File: src/include/swd_regs.vh
`ifndef SWD_REGS_VH
`define SWD_REGS_VH

// ----------------------------------------------------------------------------
// Opcodes
// ----------------------------------------------------------------------------
`define SWD_OP_ENABLE_CHG   8'h06
`define SWD_OP_DISABLE_CHG  8'h04
`define SWD_OP_WRITE_TO     8'h01
`define SWD_OP_READ_TO      8'h05
`define SWD_OP_TRIP_ARM     8'h03
`define SWD_OP_TRIP_GO      8'h02
`define SWD_TRIP_SET        8'h01
`define SWD_TRIP_RESTORE    8'h03

// ----------------------------------------------------------------------------
// Timeout register layout
// ----------------------------------------------------------------------------
`define SWD_SEL_HI_BIT      4
`define SWD_SEL_LO_BIT      3
`define SWD_TO_RESET        8'h00
`define SWD_TO_MASK         8'h18

// ----------------------------------------------------------------------------
// Times (ms) and clock rate (Hz)
// ----------------------------------------------------------------------------
`define SWD_CLK_HZ          10000000
`define SWD_TO_SEL0_MS      1400
`define SWD_TO_SEL1_MS      600
`define SWD_TO_SEL2_MS      200
`define SWD_PURST_MS        200
`define SWD_NVW_MS          5
`define SWD_MS_CYC(ms)      ((ms) * (`SWD_CLK_HZ / 1000))

`endif

File: src/hdl/swd_supervisor.v
// Functional notes
// - All bytes shifted MSB first
// - Sample input on rising serial clock edges
// - Output changes on falling serial clock edges
// - Paused clock keeps shift state intact
// - 8-bit timeout register, select bits 4:3
// - Select codes 1.4s, 600ms, 200ms, off
// - Opcodes 06 set, 04 clear latch
// - Opcode 01 writes, 05 reads register
// - Write ignored unless latch already set
// - Latch clears at power-up and after write
// - Read returns select bits, reserved zero
// - Read during write returns all ones
// - Reset low on low supply or timeout
// - No chip-select activity in period resets
// - Power-up standby, needs select fall, reset
// - Change needs deselect at exact count
// - Chip-select falling edge restarts watchdog
// - Hold reset 200ms after supply recovers
// - Deselected output is high impedance
`include "swd_regs.vh"

module swd_supervisor #(
  parameter integer TO_SEL0_CYC = `SWD_MS_CYC(`SWD_TO_SEL0_MS),
  parameter integer TO_SEL1_CYC = `SWD_MS_CYC(`SWD_TO_SEL1_MS),
  parameter integer TO_SEL2_CYC = `SWD_MS_CYC(`SWD_TO_SEL2_MS),
  parameter integer PURST_CYC   = `SWD_MS_CYC(`SWD_PURST_MS),
  parameter integer NVW_CYC     = `SWD_MS_CYC(`SWD_NVW_MS)
) (
  input  wire       clk,
  input  wire       srst,
  input  wire       chip_select_watchdog_input,
  input  wire       sck,
  input  wire       sdi,
  output reg        sdo,
  output reg        sdo_oe,
  input  wire       trip_program_enable,
  input  wire       supply_low,
  output wire       reset_n_out,
  output wire       reset_n_oe,
  output reg        trip_set_pulse,
  output reg        trip_restore_pulse,
  output reg        nv_write_busy
);

  // --------------------------------------------------------------------------
  // Input synchronisers
  // --------------------------------------------------------------------------
  // Synchroniser stages and edge history
  reg  [1:0] cs_sy;
  reg  [1:0] sck_sy;
  reg  [1:0] sdi_sy;
  reg  [1:0] pe_sy;
  reg  [1:0] low_sy;
  reg        cs_d;
  reg        sck_d;

  // Two flops per outside input; second stage is the only reader of the first
  always @(posedge clk) begin
    if (srst) begin
      cs_sy  <= 2'h3;
      sck_sy <= 2'h0;
      sdi_sy <= 2'h0;
      pe_sy  <= 2'h0;
      low_sy <= 2'h3;
      cs_d   <= 1'b1;
      sck_d  <= 1'b0;
    end else begin
      cs_sy  <= {cs_sy[0], chip_select_watchdog_input};
      sck_sy <= {sck_sy[0], sck};
      sdi_sy <= {sdi_sy[0], sdi};
      pe_sy  <= {pe_sy[0], trip_program_enable};
      low_sy <= {low_sy[0], supply_low};
      cs_d   <= cs_sy[1];
      sck_d  <= sck_sy[1];
    end
  end

  // Edge strobes from the synchronised pins; serial clock counts only while selected
  wire cs_n    = cs_sy[1];
  wire cs_fall = cs_d & ~cs_n;
  wire cs_rise = ~cs_d & cs_n;
  wire sck_up  = ~sck_d & sck_sy[1] & ~cs_n;
  wire sck_dn  = sck_d & ~sck_sy[1] & ~cs_n;

  // --------------------------------------------------------------------------
  // Serial shifter and frame decode
  // --------------------------------------------------------------------------
  // Frame capture, command and store state
  reg  [7:0] timeout_reg;
  reg        chg_latch;
  reg        armed;
  reg        seen_fall;
  reg  [4:0] bit_cnt;
  reg  [7:0] shreg;
  reg  [7:0] opcode;
  reg  [7:0] byte1;
  reg  [7:0] byte2;
  reg        latch_at_start;
  reg        rd_active;
  reg  [7:0] rd_shift;
  reg  [7:0] pend_data;
  reg        pend_write;
  reg  [2:0] trip_kind;
  reg  [23:0] nvw_cnt;
  wire [7:0] next_shreg = {shreg[6:0], sdi_sy[1]};  // MSB first

  // Store finishing this cycle; clears the change latch on completion
  wire       nv_done = nv_write_busy & (nvw_cnt <= 24'h000001);

  // Launch kinds for the trip pulses
  localparam [2:0] TK_NONE = 3'h0;
  localparam [2:0] TK_SET  = 3'h1;
  localparam [2:0] TK_RST  = 3'h2;

  // Shift on rising edges only while selected; state holds when sck pauses
  always @(posedge clk) begin
    if (srst) begin
      seen_fall      <= 1'b0;
      bit_cnt        <= 5'h00;
      shreg          <= 8'h00;
      opcode         <= 8'h00;
      byte1          <= 8'h00;
      byte2          <= 8'h00;
      latch_at_start <= 1'b0;
      chg_latch      <= 1'b0;
      armed          <= 1'b0;
      rd_active      <= 1'b0;
      rd_shift       <= 8'h00;
      sdo            <= 1'b0;
      sdo_oe         <= 1'b0;
      pend_data      <= 8'h00;
      pend_write     <= 1'b0;
      trip_kind      <= TK_NONE;
    end else begin
      // Strobes default low each cycle
      pend_write <= 1'b0;
      trip_kind  <= TK_NONE;
      sdo_oe     <= ~cs_n & rd_active;
      // Latch drops when a store completes; a set in the same cycle wins
      if (nv_done) begin
        chg_latch <= 1'b0;
      end
      if (cs_fall) begin
        seen_fall      <= 1'b1;
        bit_cnt        <= 5'h00;
        rd_active      <= 1'b0;
        latch_at_start <= chg_latch;
      end else if (sck_up && seen_fall && bit_cnt != 5'h1f) begin
        shreg   <= next_shreg;
        bit_cnt <= bit_cnt + 5'h01;
        if (bit_cnt == 5'h07) begin
          opcode <= next_shreg;
          if (next_shreg == `SWD_OP_ENABLE_CHG) begin
            chg_latch <= 1'b1;
          end else if (next_shreg == `SWD_OP_DISABLE_CHG) begin
            chg_latch <= 1'b0;
          end else if (next_shreg == `SWD_OP_READ_TO) begin
            rd_active <= 1'b1;
            rd_shift  <= nv_write_busy ? 8'hff
                         : (timeout_reg & `SWD_TO_MASK);
          end
        end
        if (bit_cnt == 5'h0f) begin
          byte1 <= next_shreg;
        end
        if (bit_cnt == 5'h17) begin
          byte2 <= next_shreg;
        end
      end else if (sck_dn && rd_active) begin
        // Reply bit moves out on each falling edge
        sdo      <= rd_shift[7];
        rd_shift <= {rd_shift[6:0], 1'b1};
      end
      if (cs_rise && seen_fall) begin
        // Deselect ends the frame and any reply
        rd_active <= 1'b0;
        // Write commits only at exactly 16 bits with latch set at start
        if (opcode == `SWD_OP_WRITE_TO && bit_cnt == 5'h10 &&
            latch_at_start && !nv_write_busy) begin
          pend_data  <= shreg & `SWD_TO_MASK;
          pend_write <= 1'b1;
        end
        // Trip frames: first arms, second launches if program enable held
        if (bit_cnt == 5'h18 && pe_sy[1] && byte1 == 8'h00) begin
          if (opcode == `SWD_OP_TRIP_ARM && byte2 == `SWD_TRIP_SET) begin
            armed <= 1'b1;
          end else if (opcode == `SWD_OP_TRIP_GO && armed) begin
            armed <= 1'b0;
            if (byte2 == `SWD_TRIP_SET) begin
              trip_kind <= TK_SET;
            end else if (byte2 == `SWD_TRIP_RESTORE) begin
              trip_kind <= TK_RST;
            end
          end else begin
            armed <= 1'b0;
          end
        end else begin
          armed <= 1'b0;
        end
      end
    end
  end

  // --------------------------------------------------------------------------
  // Nonvolatile write cycle and trip pulses
  // --------------------------------------------------------------------------
  // Busy window models the store time; register updates at its end
  always @(posedge clk) begin
    if (srst) begin
      timeout_reg        <= `SWD_TO_RESET;
      nv_write_busy      <= 1'b0;
      nvw_cnt            <= 24'h000000;
      trip_set_pulse     <= 1'b0;
      trip_restore_pulse <= 1'b0;
    end else begin
      // One-cycle launch pulses
      trip_set_pulse     <= (trip_kind == TK_SET);
      trip_restore_pulse <= (trip_kind == TK_RST);
      // Store window countdown
      if (pend_write) begin
        nv_write_busy <= 1'b1;
        nvw_cnt       <= NVW_CYC[23:0];
      end else if (nv_write_busy) begin
        if (nvw_cnt <= 24'h000001) begin
          nv_write_busy <= 1'b0;
          timeout_reg   <= pend_data;
        end else begin
          nvw_cnt <= nvw_cnt - 24'h000001;
        end
      end
    end
  end

  // --------------------------------------------------------------------------
  // Watchdog and reset generation
  // --------------------------------------------------------------------------
  reg  [23:0] wd_cnt;
  reg  [23:0] hold_cnt;
  reg         wd_fired;
  reg         rst_hold;
  reg  [23:0] wd_limit;
  wire [1:0]  sel = {timeout_reg[`SWD_SEL_HI_BIT], timeout_reg[`SWD_SEL_LO_BIT]};
  wire        wd_on = (sel != 2'h3);

  // Terminal count from the select bits
  always @* begin
    case (sel)
      2'h0:    wd_limit = TO_SEL0_CYC[23:0];
      2'h1:    wd_limit = TO_SEL1_CYC[23:0];
      2'h2:    wd_limit = TO_SEL2_CYC[23:0];
      default: wd_limit = TO_SEL0_CYC[23:0];
    endcase
  end

  // Free-running count restarted by each select falling edge
  always @(posedge clk) begin
    if (srst) begin
      wd_cnt   <= 24'h000000;
      wd_fired <= 1'b0;
    end else if (cs_fall || !wd_on) begin
      wd_cnt   <= 24'h000000;
      wd_fired <= 1'b0;
    end else if (rst_hold) begin
      wd_cnt   <= 24'h000000;
      wd_fired <= 1'b0;
    end else if (wd_cnt >= wd_limit - 24'h000001) begin
      wd_fired <= 1'b1;
      wd_cnt   <= 24'h000000;
    end else begin
      wd_cnt   <= wd_cnt + 24'h000001;
      wd_fired <= 1'b0;
    end
  end

  // Low supply or watchdog expiry restarts the hold-off period
  always @(posedge clk) begin
    if (srst) begin
      rst_hold <= 1'b1;
      hold_cnt <= PURST_CYC[23:0];
    end else if (low_sy[1] || wd_fired) begin
      rst_hold <= 1'b1;
      hold_cnt <= PURST_CYC[23:0];
    end else if (hold_cnt > 24'h000001) begin
      hold_cnt <= hold_cnt - 24'h000001;
    end else begin
      hold_cnt <= 24'h000000;
      rst_hold <= 1'b0;
    end
  end

  // Open drain: drive low only
  assign reset_n_out = 1'b0;
  assign reset_n_oe  = rst_hold;

endmodule // swd_supervisor

File: config.mk
export PLATFORM = sky130hd
export DESIGN_NAME = swd_supervisor
export DESIGN_NICKNAME = d
export VERILOG_FILES = /design/src/hdl/swd_supervisor.v
export VERILOG_INCLUDE_DIRS = /design/src /design/src/include
export SDC_FILE = /design/constraint.sdc
export NUM_CORES = 1
export LEC_CHECK = 0
export ABC_AREA = 1
export BUFFER_PORTS_ARGS = -buffer_cell sky130_fd_sc_hd__buf_4
export CAP_MARGIN = 20
export CORE_ASPECT_RATIO = 1.1
export CORE_MARGIN = 2
export CORE_UTILIZATION = 38
export DETAILED_ROUTE_END_ITERATION = 7
export GPL_TIMING_DRIVEN = 0
export PLACE_DENSITY = 0.63
export SYNTH_ARGS = -nofsm -noshare
export SYNTH_HDL_FRONTEND = slang
export SYNTH_SLANG_ARGS = --single-unit
File: constraint.sdc
create_clock -name clk -period 2.6 [get_ports clk]
set_input_delay 0.13 -clock clk [delete_from_list [all_inputs] [get_ports clk]]
set_output_delay 0.13 -clock clk [all_outputs]
set_load 0.03 [all_outputs]
; Yosys cells after proc, flatten, opt, wreduce, memory -nomap -nowiden
; Cells that the tools add are included.
[totals]
latchBits = 0
mem_bits_rw = 0
memories = 0
word_cells = 155
romBits = 0
register_bits = 147
[op_classes]
bitwise = 22
n_reduce_logical = 39
div = 0
n_mux = 27
multipliers = 0
n_eq_ne = 24
n_addsub = 5
shifts = 0
magnitude_cmp = 3
[ops]
columns = operator, n
row1 = $sub A24 B1 Y24 const B, 3
row2 = $mux W8, 7
row3 = $mux W16, 3
row4 = $pmux W24 S2, 1
row5 = $add A24 B1 Y24 const B, 1
row6 = $eq A8 B2 Y1 const B, 3
row7 = $eq A8 B3 Y1 const B, 3
row8 = $ge A24 B24 Y1, 1
row9 = $gt A24 B1 Y1 const B, 1
row10 = $le A24 B1 Y1 const B, 1
row11 = $mux W21, 1
row12 = $eq A8 B1 Y1 const B, 2
row13 = $eq A5 B5 Y1 const B, 3
row14 = $reduce_and A3 Y1, 5
row15 = $mux W1, 14
row16 = $not A1 Y1, 14
row17 = $logic_and A1 B1 Y1, 11
row18 = $reduce_or A3 Y1, 3
row19 = $and A1 B1 Y1, 8
row20 = $logic_not A8 Y1, 1
row21 = $ne A2 B2 Y1 const B, 4
row22 = $reduce_and A2 Y1, 4
row23 = $reduce_or A2 Y1, 4
row24 = $reduce_and A6 Y1, 1
row25 = other kinds (15), 21

; Depth between registers and ports, before layout
; Gate-level depths: netlist (run 1).
[logic_depth]
depth_word = 8
ltp_mapped = 16
mapped_depth_nobuf = 15

; Least setup slack after synthesis (run 1)
; Ideal clock, no wire load.
[synth_timing]
kind = register to register
start = register timeout_reg[3]
end = register wd_cnt[18]
path_slack_ns = 0.668
required_ns = 2.483
setup_time_ns = 0.117
path_stages_with_launch = 13
t_arrival_ns = 1.815
path_buffers = 1
path_cell_list = dfxtp_1 inv_1 ha_1 inv_1 ha_1 nand4_1 nor2_1 nand3_1 nand3_1 inv_1 nand2_1 buf_2 nor2_1
[synth_between]
elab_chain_cells = 5
word_cells_on_any_way = 9
cone_classes = 1 x add/sub / 1 x order compare / 3 x eq/ne / 1 x mux / 3 x reduce/logical
[synth_rtl]
columns = item, line_no
row1 = start: declaration, swd_supervisor.v:90  ; reg [7:0] timeout_reg;
row2 = start signal: assignment, swd_supervisor.v:211  ; timeout_reg <= `SWD_TO_RESET;
row3 = start signal: assignment, swd_supervisor.v:227  ; timeout_reg <= pend_data;
row4 = $eq A2 B2 Y1 / $eq A2 B1 Y1 (equally long branches), swd_supervisor.v:248  ; case (sel)
row5 = $pmux W24 S2, swd_supervisor.v:248
row6 = $sub A24 B1 Y24, swd_supervisor.v:267  ; end else if (wd_cnt >= wd_limit - 24'h000001) begin
row7 = $ge A24 B24 Y1, swd_supervisor.v:267
row8 = $reduce_or A4 Y1 (no line) *, -
row9 = end signal: assignment, swd_supervisor.v:271  ; wd_cnt <= wd_cnt + 24'h000001;
row10 = end: declaration, swd_supervisor.v:238  ; reg [23:0] wd_cnt;
; Mark *: on every way between the ends. The rest lies on a longest branch, timed or not.
; A chain may end at the register's enable or synchronous reset.

; Worst setup path in the final report (run 1)
[layout_timing]
start = register timeout_reg[3]
end = register wd_cnt[16]
; Same word-level chain as after synthesis.

==> flow_summary_export.csv, run 1 <==
group,metric,value,unit
status,status,"completed",
layout,area_growth,13.97,%
placement,numPlacedInstances,1269,
sta,rsz0062_at_grt,"no",
layout,nFillCells,1879,
yosys,ys_seq_elements,147,
worst_setup_path,path_max_fanout,10,
worst_setup_path,critPathKind,"reg -> reg",
grt,grt_max_degree,17,
clock_tree,clk_latency,0.43,ns
worst_setup_path,start_kind,"flop",
clock_tree,clkSlewWorstSetupHoldPaths,0.06,ns
grt,grt_pass1_wl,26220,µm
yosys,synth_top_family_by_area,"simple AND/OR/NAND/NOR gates",
route,viasPerCell,4.754,
worst_setup_path,ff2ff_path_depth,12,
yosys,synth-xor-area-share,0.03205,
route,vias,6209,
power,p_sw_frac,0.2424,
layout,top_regs,"hold_cnt (24), nvw_cnt (24), wd_cnt (24)",
sta,setup_viol,0,
floorplan,die_area,19810,µm²
route,routed_wl,15470,µm
layout,design_area,8097,µm²
grt,grtUsageTotal,0.1637,
yosys,yosysWarningCount,0,
grt,grt-ovfl-total,0,
floorplan,fp.dieW,134.4,µm
sta,finClkSkew,0.01147,ns
power,clockPowerShare,0.490,
sta,holdWs,0.04716,ns
clock_tree,cts.sinks,147,
sta,worst_pin_slew,0.6909,ns
route,wl_per_cell,11.85,µm
power,switchingPower,1140,µW
yosys,synth_cell_types,37,
route,drt_iter0_drc,325,
yosys,synthArstFlopShare,0,
grt,antenna_found_initial,0,
layout,antenna-diode-count,0,
yosys,synth_adder_area_share,0.03875,
yosys,yosys.area_share.simple,0.3052,
yosys,synth_edf_count,0,
grt,first_global_vias,5731,
power,power_density,580.6,nW/µm²
clock_tree,cts_buffer_depth,2,
floorplan,num_rows,52,
route,route.detailed.drc,0,
run,drv_cap,0,
clock_tree,cts_resized,0,
yosys,syn_nets,1043,
sta,hold_violations,0,
yosys,ys.flop_type,"dfxtp_1",
worst_setup_path,cp.arrival,2.59,ns
sta,layout_worst_path_cycle_share,0.8770,
worst_hold_path,hold_depth,3,
sta,slew-limit-headroom,0.5394,
sta,fin_crit,2.280,ns
sta,slew_violations,0,
yosys,syn_area,7104,µm²
power,seqPwrFrac,0.484,
power,leakagePower,0.003529,µW
sta,fin_tns_setup,0,ns
sta,fmax,0.4386,GHz
placement,dp_hpwl,11270,µm
yosys,synthCells,1014,
clock_tree,htreeDepth,4,
worst_hold_path,hp-class,"in -> reg",
layout,instances_no_fill,1306,
clock_tree,cts_tree,"built",
route,drt_pass1_iterations,6,
layout,drive_gt1_frac,0.08749,
power,internal-power,3562,µW
clock_tree,cts_root_buf,"clkbuf_16",
layout,nNetsFinal,1079,
yosys,syn_area_per_cell,7.006,µm²
worst_setup_path,endpoint_kind,"flop",
worst_setup_path,required,2.91,ns
clock_tree,cts_buffers,17,
power,power_frac_comb,0.026,
yosys,yosysSeqAreaShare,0.4142,
floorplan,floorplan.initialDensity,0.3872,
floorplan,die_h,147.4,µm
placement,gp_congestion,0.8647,
power,irDropWorstVdd,0.0005616,V
placement,numPortBuffers,12,
route,ant_nets,0,
clock_tree,cts_setup_buffers,0,
yosys,synthMuxAreaShare,0,
floorplan,core,18350,µm²
placement,dpl-instance-area,7498,µm²
yosys,synth-compound-area-share,0.1132,
floorplan,ios,14,
==> Yosys cell counts (12+ instances only) <==
master	number	area share
nand2_1	202	0.11
o21ai_0	52	0.037
xor2_1	12	0.015
nor2_1	157	0.083
a21oi_1	75	0.053
xnor2_1	14	0.017
inv_1	147	0.078
ha_1	22	0.039
nand3_1	62	0.044
nand4_1	20	0.018
dfxtp_1	147	0.41
nor3_1	17	0.012
==> critical path: stages, from the launching register on <==
cell and delay, ns:
dfxtp_1 0.38, inv_1 0.08, ha_1 0.33, inv_1 0.10
ha_1 0.32, nand4_1 0.13, nor2_1 0.18, nand3_1 0.10
nand3_1 0.11, inv_1 0.06, nand2_1 0.07, buf_2 0.24
nor2_1 0.07
==> routing by layer <==
layer | global-route usage | vias up | part of all wire
met3 | 0.03738 | 30 | 0.027
met1 | 0.2011 | 2788 | 0.48
li1 | - | 3305 | -
met2 | 0.2773 | 86 | 0.47
met4 | 0.06579 | 0 | 0.021
met5 | 0 | - | 0
==> stage by stage <==
stage	util	setup WS, ns	power [µW]
3_5_place_dp	0.4087	0.2758	2443
5_1_grt	0.4413	0.08065	4883
2_1_floorplan	-	0.6679	2405
3_3_place_gp	0.4087	0.3272	2441
6_report	0.4413	0.3199	4701
4_1_cts	0.4413	0.2641	4766
==> cells in the final DEF, fill, tap and decap left out, types with 17 or more instances in the layout <==
cell type	count
nand2_1	202
nand4_1	20
nor2_1	157
ha_1	22
o21ai_0	52
clkbuf_16	17
inv_1	147
nand3_1	62
nor3_1	17
dfxtp_1	147
a21oi_1	75
==> area by class of cell <==
cell class,instances,area [µm²],area share
well taps,243,304.0,0.03755
plain buffers,23,126.4,0.01561
multi-input cells,696,3480,0.4298
clock buffers,19,432.9,0.05347
inverters,148,555.5,0.06861
clock inverters,13,115.1,0.01422
flip-flops and latches,147,2943,0.3635
repair buffers,17,140.1,0.01731
==> kinds of logic (layout without fill, tap and decap cells) <==
kind of cell    Yosys count  in the layout
fa+ha+maj                22             22
xor+xnor                 26             26
flops                   147            147
buf+inv                 171            220
simple gates            498            498
other cells               1              1
compound gates          149            149
==> worst paths after layout <==
kind	from	to	slack (ns)
hold reg to reg	sdi_sy[0]$_SDFF_PP0_	sdi_sy[1]$_SDFF_PP0_	0.40
setup reg to reg	timeout_reg[3]$_SDFFE_PP0P_	wd_cnt[16]$_SDFF_PP0_	0.32
setup / recovery	timeout_reg[3]$_SDFFE_PP0P_	wd_cnt[16]$_SDFF_PP0_	0.32
hold / removal	srst	reset_n_oe$_SDFFE_PP1N_	0.05
==> power by group through the flow <==
stage	Clock [µW]	Sequential (µW)	Combinational (µW)
floorplan	0	2330	79.9
global placement	0	2330	113
detailed placement	0	2330	115
CTS	2370	2280	121
global route	2470	2280	137
finish	2300	2280	121
==> repair_timing <==
action / CTS / global route
hold buffers: 5 / 0
endpoints found under the hold margin: 5 / 0
endpoints found under the setup margin: 0 / 0
No activity file was read; power rests on OpenSTA's default activity.
==> run 2, diff against run 1 <==
CELL_PAD_IN_SITES_DETAIL_PLACEMENT = 1   (was not set)
CELL_PAD_IN_SITES_GLOBAL_PLACEMENT = 1   (was not set)
PLACE_DENSITY = 0.78   (was 0.63)
==> run 2 against run 1 <==
Maximum frequency decreased by 2.4%. Largest cell class unchanged. Non-clock buffer count rose by 1. Largest power group unchanged. Sequential share of layout area fell by 0.25 points. First-iteration DRC count is 4.6% lower. Combinational power about the same.
==> flow_summary_export.csv, run 2 (synthesis gave the netlist of run 1 again) <==
group,metric,value,unit
run,drv_cap,0,
sta,fin_tns_setup,0,ns
layout,final_common_cell,"nand2_1",
layout,nFillCells,2364,
layout,layout_common_cells,"202 x nand2_1, 157 x nor2_1, 147 x dfxtp_1, 146 x inv_1, 75 x a21oi_1",
grt,antenna_found_initial,0,
sta,hold_violations,0,
worst_setup_path,critPathTopFamily,"adder cells",
sta,finClkSkew,0.01299,ns
route,viasPerCell,4.953,
layout,antenna-diode-count,0,
worst_setup_path,endpoint_kind,"flop",
layout,nNetsFinal,1080,
grt,grt-ovfl-total,0,
worst_setup_path,rr_endpoint,"wd_cnt[19]$_SDFF_PP0_",
placement,dp_hpwl,13380,µm
route,routed_wl,18190,µm
power,clockPowerShare,0.511,
clock_tree,cts_root_buf,"clkbuf_16",
clock_tree,clk_latency,0.44,ns
power,switchingPower,1155,µW
power,p_sw_frac,0.2354,
clock_tree,cts.sinks,147,
sta,fmax,0.4282,GHz
grt,grtUsageTotal,0.1968,
worst_setup_path,path_depth,12,
sta,layout_worst_path_cycle_share,0.8982,
worst_setup_path,cp-startpoint,"timeout_reg[3]$_SDFFE_PP0P_",
power,internal-power,3753,µW
worst_setup_path,slowest_stage,"dfxtp_1",
status,status,"completed",
layout,drive_gt1_frac,0.08929,
worst_setup_path,worst-path-buf-inv,4,
layout,area_growth,14.76,%
sta,slew-limit-headroom,0.5463,
clock_tree,cts_tree,"built",
grt,grt_max_degree,17,
floorplan,fp.dieW,134.4,µm
sta,fin_crit,2.335,ns
clock_tree,cts_buffers,17,
worst_setup_path,rrSetupSlack,0.26,ns
power,power_density,602.0,nW/µm²
sta,rsz0062_at_grt,"no",
route,route.detailed.drc,0,
floorplan,die_area,19810,µm²
placement,gp_congestion,0.7954,
worst_setup_path,path_max_fanout,10,
layout,instances_no_fill,1307,
power,seqPwrFrac,0.464,
layout,top_regs,"hold_cnt (24), nvw_cnt (24), wd_cnt (24)",
clock_tree,htreeDepth,4,
clock_tree,cts_setup_buffers,0,
worst_setup_path,cp-endpoint,"wd_cnt[19]$_SDFF_PP0_",
clock_tree,clkSlewWorstSetupHoldPaths,0.06,ns
sta,setup_ws,0.2646,ns
route,drt_pass1_iterations,4,
power,leakagePower,0.003556,µW
route,vias,6473,
worst_setup_path,cp_cell_sequence,"inv_1, ha_1, inv_2, ha_1, nand4_1, nor2_1, nand3_1, nand3_1, inv_1, nand2_1, buf_2, a21oi_1",
power,power_frac_comb,0.025,
sta,worst_pin_slew,0.6806,ns
worst_setup_path,critPathKind,"reg -> reg",
power,irDropWorstVdd,0.0004442,V
placement,numPlacedInstances,1269,
floorplan,ios,14,
floorplan,core,18350,µm²
route,ant_nets,0,
route,wl_per_cell,13.92,µm
floorplan,die_h,147.4,µm
worst_setup_path,rr_startpoint,"timeout_reg[3]$_SDFFE_PP0P_",
worst_setup_path,cp.arrival,2.64,ns
sta,slew_violations,0,
floorplan,floorplan.initialDensity,0.3872,
grt,grt_pass1_wl,31560,µm
sta,setup_viol,0,
worst_setup_path,ff2ff_path_depth,12,
worst_setup_path,start_kind,"flop",
grt,first_global_vias,6715,
worst_hold_path,hp-class,"reg -> reg",
placement,dp_slack,0.2186,ns
worst_setup_path,max_stage_delay,0.38,ns
floorplan,num_rows,52,
placement,numPortBuffers,12,
clock_tree,cts_buffer_depth,2,
worst_setup_path,required,2.91,ns
route,drt_iter0_drc,310,
## run 2: worst min path at each step
stage | from | to | slack (ns) | depth (start not counted)
global placement | sck | sck_sy[0]$_SDFF_PP0_ | 0.33 | 3
floorplan | chip_select_watchdog_input | cs_sy[0]$_SDFF_PP1_ | 0.23 | 1
finish | sck_sy[0]$_SDFF_PP0_ | sck_sy[1]$_SDFF_PP0_ | 0.40 | 2
detailed placement | trip_program_enable | pe_sy[0]$_SDFF_PP0_ | 0.34 | 3
CTS | trip_kind[1]$_SDFF_PP0_ | trip_set_pulse$_SDFF_PP0_ | 0.40 | 1
global route | trip_kind[1]$_SDFF_PP0_ | trip_set_pulse$_SDFF_PP0_ | 0.41 | 1
## run 2: power by group through the flow
| stage | logic [µW] | clock network [µW] | registers, µW |
|---|---|---|---|
| floorplan | 79.9 | 0 | 2330 |
| global placement | 115 | 0 | 2330 |
| detailed placement | 118 | 0 | 2330 |
| CTS | 126 | 2570 | 2280 |
| global route | 143 | 2670 | 2280 |
| finish | 124 | 2510 | 2280 |
## run 2: area by class of cell
cell class,instances,area (µm²),area share
clock buffer,18,429.2,0.05264
tap,243,304.0,0.03729
clock inverter,14,165.2,0.02026
timing repair buffer,18,150.1,0.01842
inverter,148,555.5,0.06814
buffer,23,126.4,0.01550
multi-input combinational,696,3480,0.4268
sequential,147,2943,0.3610
## run 2: worst register-to-register path: stages (launching register included)
cell	delay, ns
dfxtp_1	0.38
inv_1	0.09
ha_1	0.35
inv_2	0.08
ha_1	0.32
nand4_1	0.14
nor2_1	0.17
nand3_1	0.09
nand3_1	0.12
inv_1	0.07
nand2_1	0.07
buf_2	0.26
a21oi_1	0.08
## run 2: what timing repair did
action	4_1_cts	5_1_grt
hold endpoints to repair	10	0
resized for setup	0	1
hold buffers	6	0
setup endpoints to repair	0	2
## run 2: layer usage
layer | vias up | track usage | wire length, µm
met5 | - | 0 | 0
met4 | 0 | 0.07368 | 370
met3 | 27 | 0.02846 | 331
met2 | 57 | 0.3495 | 9017
met1 | 3089 | 0.2404 | 8467
li1 | 3300 | - | -
## run 2: stage by stage
step	hold slack [ns]	instance area [µm²]	util	total power [µW]
2_1_floorplan	0.2338	7104	-	2405
3_3_place_gp	0.3320	7498	0.4087	2443
3_5_place_dp	0.3399	7498	0.4087	2446
4_1_cts	0.3970	8153	0.4444	4972
5_1_grt	0.4054	8153	0.4444	5090
6_report	0.3999	8153	0.4444	4908
==> run 3, diff against run 2 <==
PLACE_DENSITY = 0.8   (was 0.78)
clock period = 1.9 ns   (was 2.6 ns; I/O delays follow)
==> run 3 against run 2 <==
The run now ends with negative setup slack left. Sequential share of layout area fell by 2.7 points. Cell count is 1.8% higher. Worst hold slack gained 0.0046 ns. Global-route usage grew 0.64 points. Worst setup slack worse by 0.42 ns. Wire length is 11% higher. Clock power is 28% higher. Non-clock buffer count rose by 24. Sequential power rose by 37%. Largest cell class unchanged.
==> flow_summary_export.csv, run 3 (synthesis gave the netlist of run 1 again) <==
group,metric,value,unit
status,status,"complete, but fails checks",
status,violations,"negative setup slack",
sta,setup_ws,-0.1538,ns
worst_hold_path,hp-class,"reg -> reg",
grt,grt-ovfl-total,0,
grt,grtUsageMet1,0.2451,
sta,slew-limit-headroom,0.5612,
power,switchingPower,1610,µW
placement,gp_congestion,0.8115,
power,p_sw_frac,0.2468,
route,viasPerCell,5.053,
grt,busiest_layer,"met2",
grt,grtUsageTotal,0.2032,
floorplan,floorplan.initialDensity,0.3872,
sta,layout_worst_path_cycle_share,1.081,
layout,design_area,8833,µm²
layout,nNetsFinal,1104,
worst_setup_path,max_stage_delay,0.35,ns
floorplan,core,18350,µm²
clock_tree,cts_buffers,17,
route,vias,6726,
power,internal-power,4916,µW
route,drt_pass1_iterations,5,
worst_setup_path,critPathKind,"reg -> reg",
placement,numPlacedInstances,1269,
sta,worst_pin_slew,0.6582,ns
grt,grt_pass1_wl,32670,µm
clock_tree,clkSlewWorstSetupHoldPaths,0.07,ns
worst_setup_path,cp.arrival,2.42,ns
power,power_density,738.8,nW/µm²
floorplan,die_area,19810,µm²
route,drt_iter0_drc,240,
clock_tree,cts_buffer_depth,2,
layout,final_common_cell,"nand2_1",
route,wl_per_cell,15.19,µm
worst_setup_path,cp_cell_sequence,"inv_2, ha_4, inv_6, ha_4, nand2_2, nand2_1, nand2_1, nand2_1, nand2_1, nand2_1, nand2_1, nand3_2, inv_2, nand2_4, buf_8, a21oi_2",
route,ant_nets,0,
power,irDropWorstVdd,0.0006452,V
sta,slew_violations,0,
layout,drive_gt1_frac,0.1939,
sta,hold_violations,0,
worst_setup_path,slowest_stage,"dfxtp_2",
sta,setup_viol,43,
clock_tree,cts.sinks,147,
sta,rsz0062_at_grt,"yes",
layout,multi_input_area,3894,µm²
worst_setup_path,endpoint_kind,"flop",
grt,first_global_vias,6862,
floorplan,die_h,147.4,µm
grt,grt_max_degree,17,
layout,antenna-diode-count,0,
route,route.detailed.drc,0,
power,leakagePower,0.003779,µW
clock_tree,cts_root_buf,"clkbuf_16",
layout,area_growth,24.34,%
layout,fin_util,0.4815,
placement,dpl-instance-area,7506,µm²
grt,use_met2,0.3648,
sta,fmax,0.4869,GHz
worst_setup_path,path_max_fanout,5,
layout,layout_common_cells,"189 x nand2_1, 141 x dfxtp_1, 140 x nor2_1, 137 x inv_1, 61 x a21oi_1",
power,seqPwrFrac,0.478,
placement,dp_hpwl,13360,µm
floorplan,fp.dieW,134.4,µm
clock_tree,htreeDepth,4,
clock_tree,cts_tree,"built",
run,drv_cap,0,
floorplan,num_rows,52,
sta,fin_crit,2.054,ns
worst_setup_path,crit_path_frequent_cell,"nand2_1",
sta,finClkSkew,0.01239,ns
power,power_frac_comb,0.028,
clock_tree,clk_latency,0.43,ns
grt,antenna_found_initial,0,
layout,nFillCells,2304,
worst_setup_path,start_kind,"flop",
worst_setup_path,required,2.26,ns
route,routed_wl,20210,µm
layout,instances_no_fill,1331,
layout,top_regs,"hold_cnt (24), nvw_cnt (24), wd_cnt (24)",
power,clockPowerShare,0.494,
placement,numPortBuffers,12,
layout,regArea,2950,µm²
grt,met3_usage,0.04184,
floorplan,ios,14,
-- run 3: cell count changes in the layout (fill, tap and decap cells not counted), moves of 9 or more --
| cell | change |
|---|---|
| a21oi_1 | -14 |
| a21oi_2 | +14 |
| buf_4 | +15 |
| buf_6 | +10 |
| inv_1 | -9 |
| nand2_1 | -13 |
| nor2_1 | -17 |
| nor2_2 | +13 |
| o21ai_0 | -13 |
-- run 3: timing repair --
| action | 4_1_cts | 5_1_grt |
|---|---|---|
| endpoints found under the hold margin | 13 | 0 |
| setup buffers | 8 | 10 |
| pin swaps | 20 | 11 |
| resized for setup | 70 | 87 |
| hold buffers | 6 | 0 |
| endpoints found under the setup margin | 74 | 104 |
| gates cloned | 4 | 2 |
-- run 3: worst paths after layout --
| kind | from | endpoint | slack [ns] | depth (start not counted) |
|---|---|---|---|---|
| max | timeout_reg[3]$_SDFFE_PP0P_ | wd_cnt[19]$_SDFF_PP0_ | -0.15 | 16 |
| min | trip_kind[1]$_SDFF_PP0_ | trip_set_pulse$_SDFF_PP0_ | 0.40 | 1 |
| min reg2reg | trip_kind[1]$_SDFF_PP0_ | trip_set_pulse$_SDFF_PP0_ | 0.40 | 1 |
| max reg2reg | timeout_reg[3]$_SDFFE_PP0P_ | wd_cnt[19]$_SDFF_PP0_ | -0.15 | 16 |
-- run 3: cell type report --
cell class / instances / area share
multi-input combinational: 696 / 0.4408
tap: 243 / 0.03442
buffer: 23 / 0.02040
timing repair buffer: 42 / 0.04292
clock buffer: 19 / 0.05014
clock inverter: 13 / 0.01303
sequential: 147 / 0.3340
inverter: 148 / 0.06431
-- run 3: per-layer routing --
layer	wire length, µm	share of wire
met1	8958	0.44
met2	10430	0.52
met3	513	0.025
met4	306	0.015
met5	0	0
-- run 3: power groups by stage --
| stage | logic, µW | clock network (µW) | registers (µW) |
|---|---|---|---|
| floorplan | 109 | 0 | 3180 |
| global placement | 156 | 0 | 3190 |
| detailed placement | 161 | 0 | 3190 |
| CTS | 173 | 3270 | 3120 |
| global route | 211 | 3430 | 3120 |
| finish | 186 | 3220 | 3120 |
-- run 3: stage by stage --
step | power, µW | worst slack (ns) | hold WS, ns | TNS (ns)
2_1_floorplan | 3292 | -0.003113 | 0.1988 | -0.02162
4_1_cts | 6558 | -0.07508 | 0.3830 | -1.483
3_3_place_gp | 3341 | -0.3480 | 0.2868 | -12.50
3_5_place_dp | 3347 | -0.3955 | 0.2907 | -14.32
5_1_grt | 6764 | -0.2375 | 0.4117 | -7.579
6_report | 6527 | -0.1538 | 0.4045 | -3.608
-- run 3: worst max-delay path, delay by kind of cell (launching register included) --
family	cells	cell delay [ns]
simple gates	9	0.61
buf+inv	4	0.40
flops	1	0.35
fa+ha+maj	2	0.53
compound gates	1	0.10
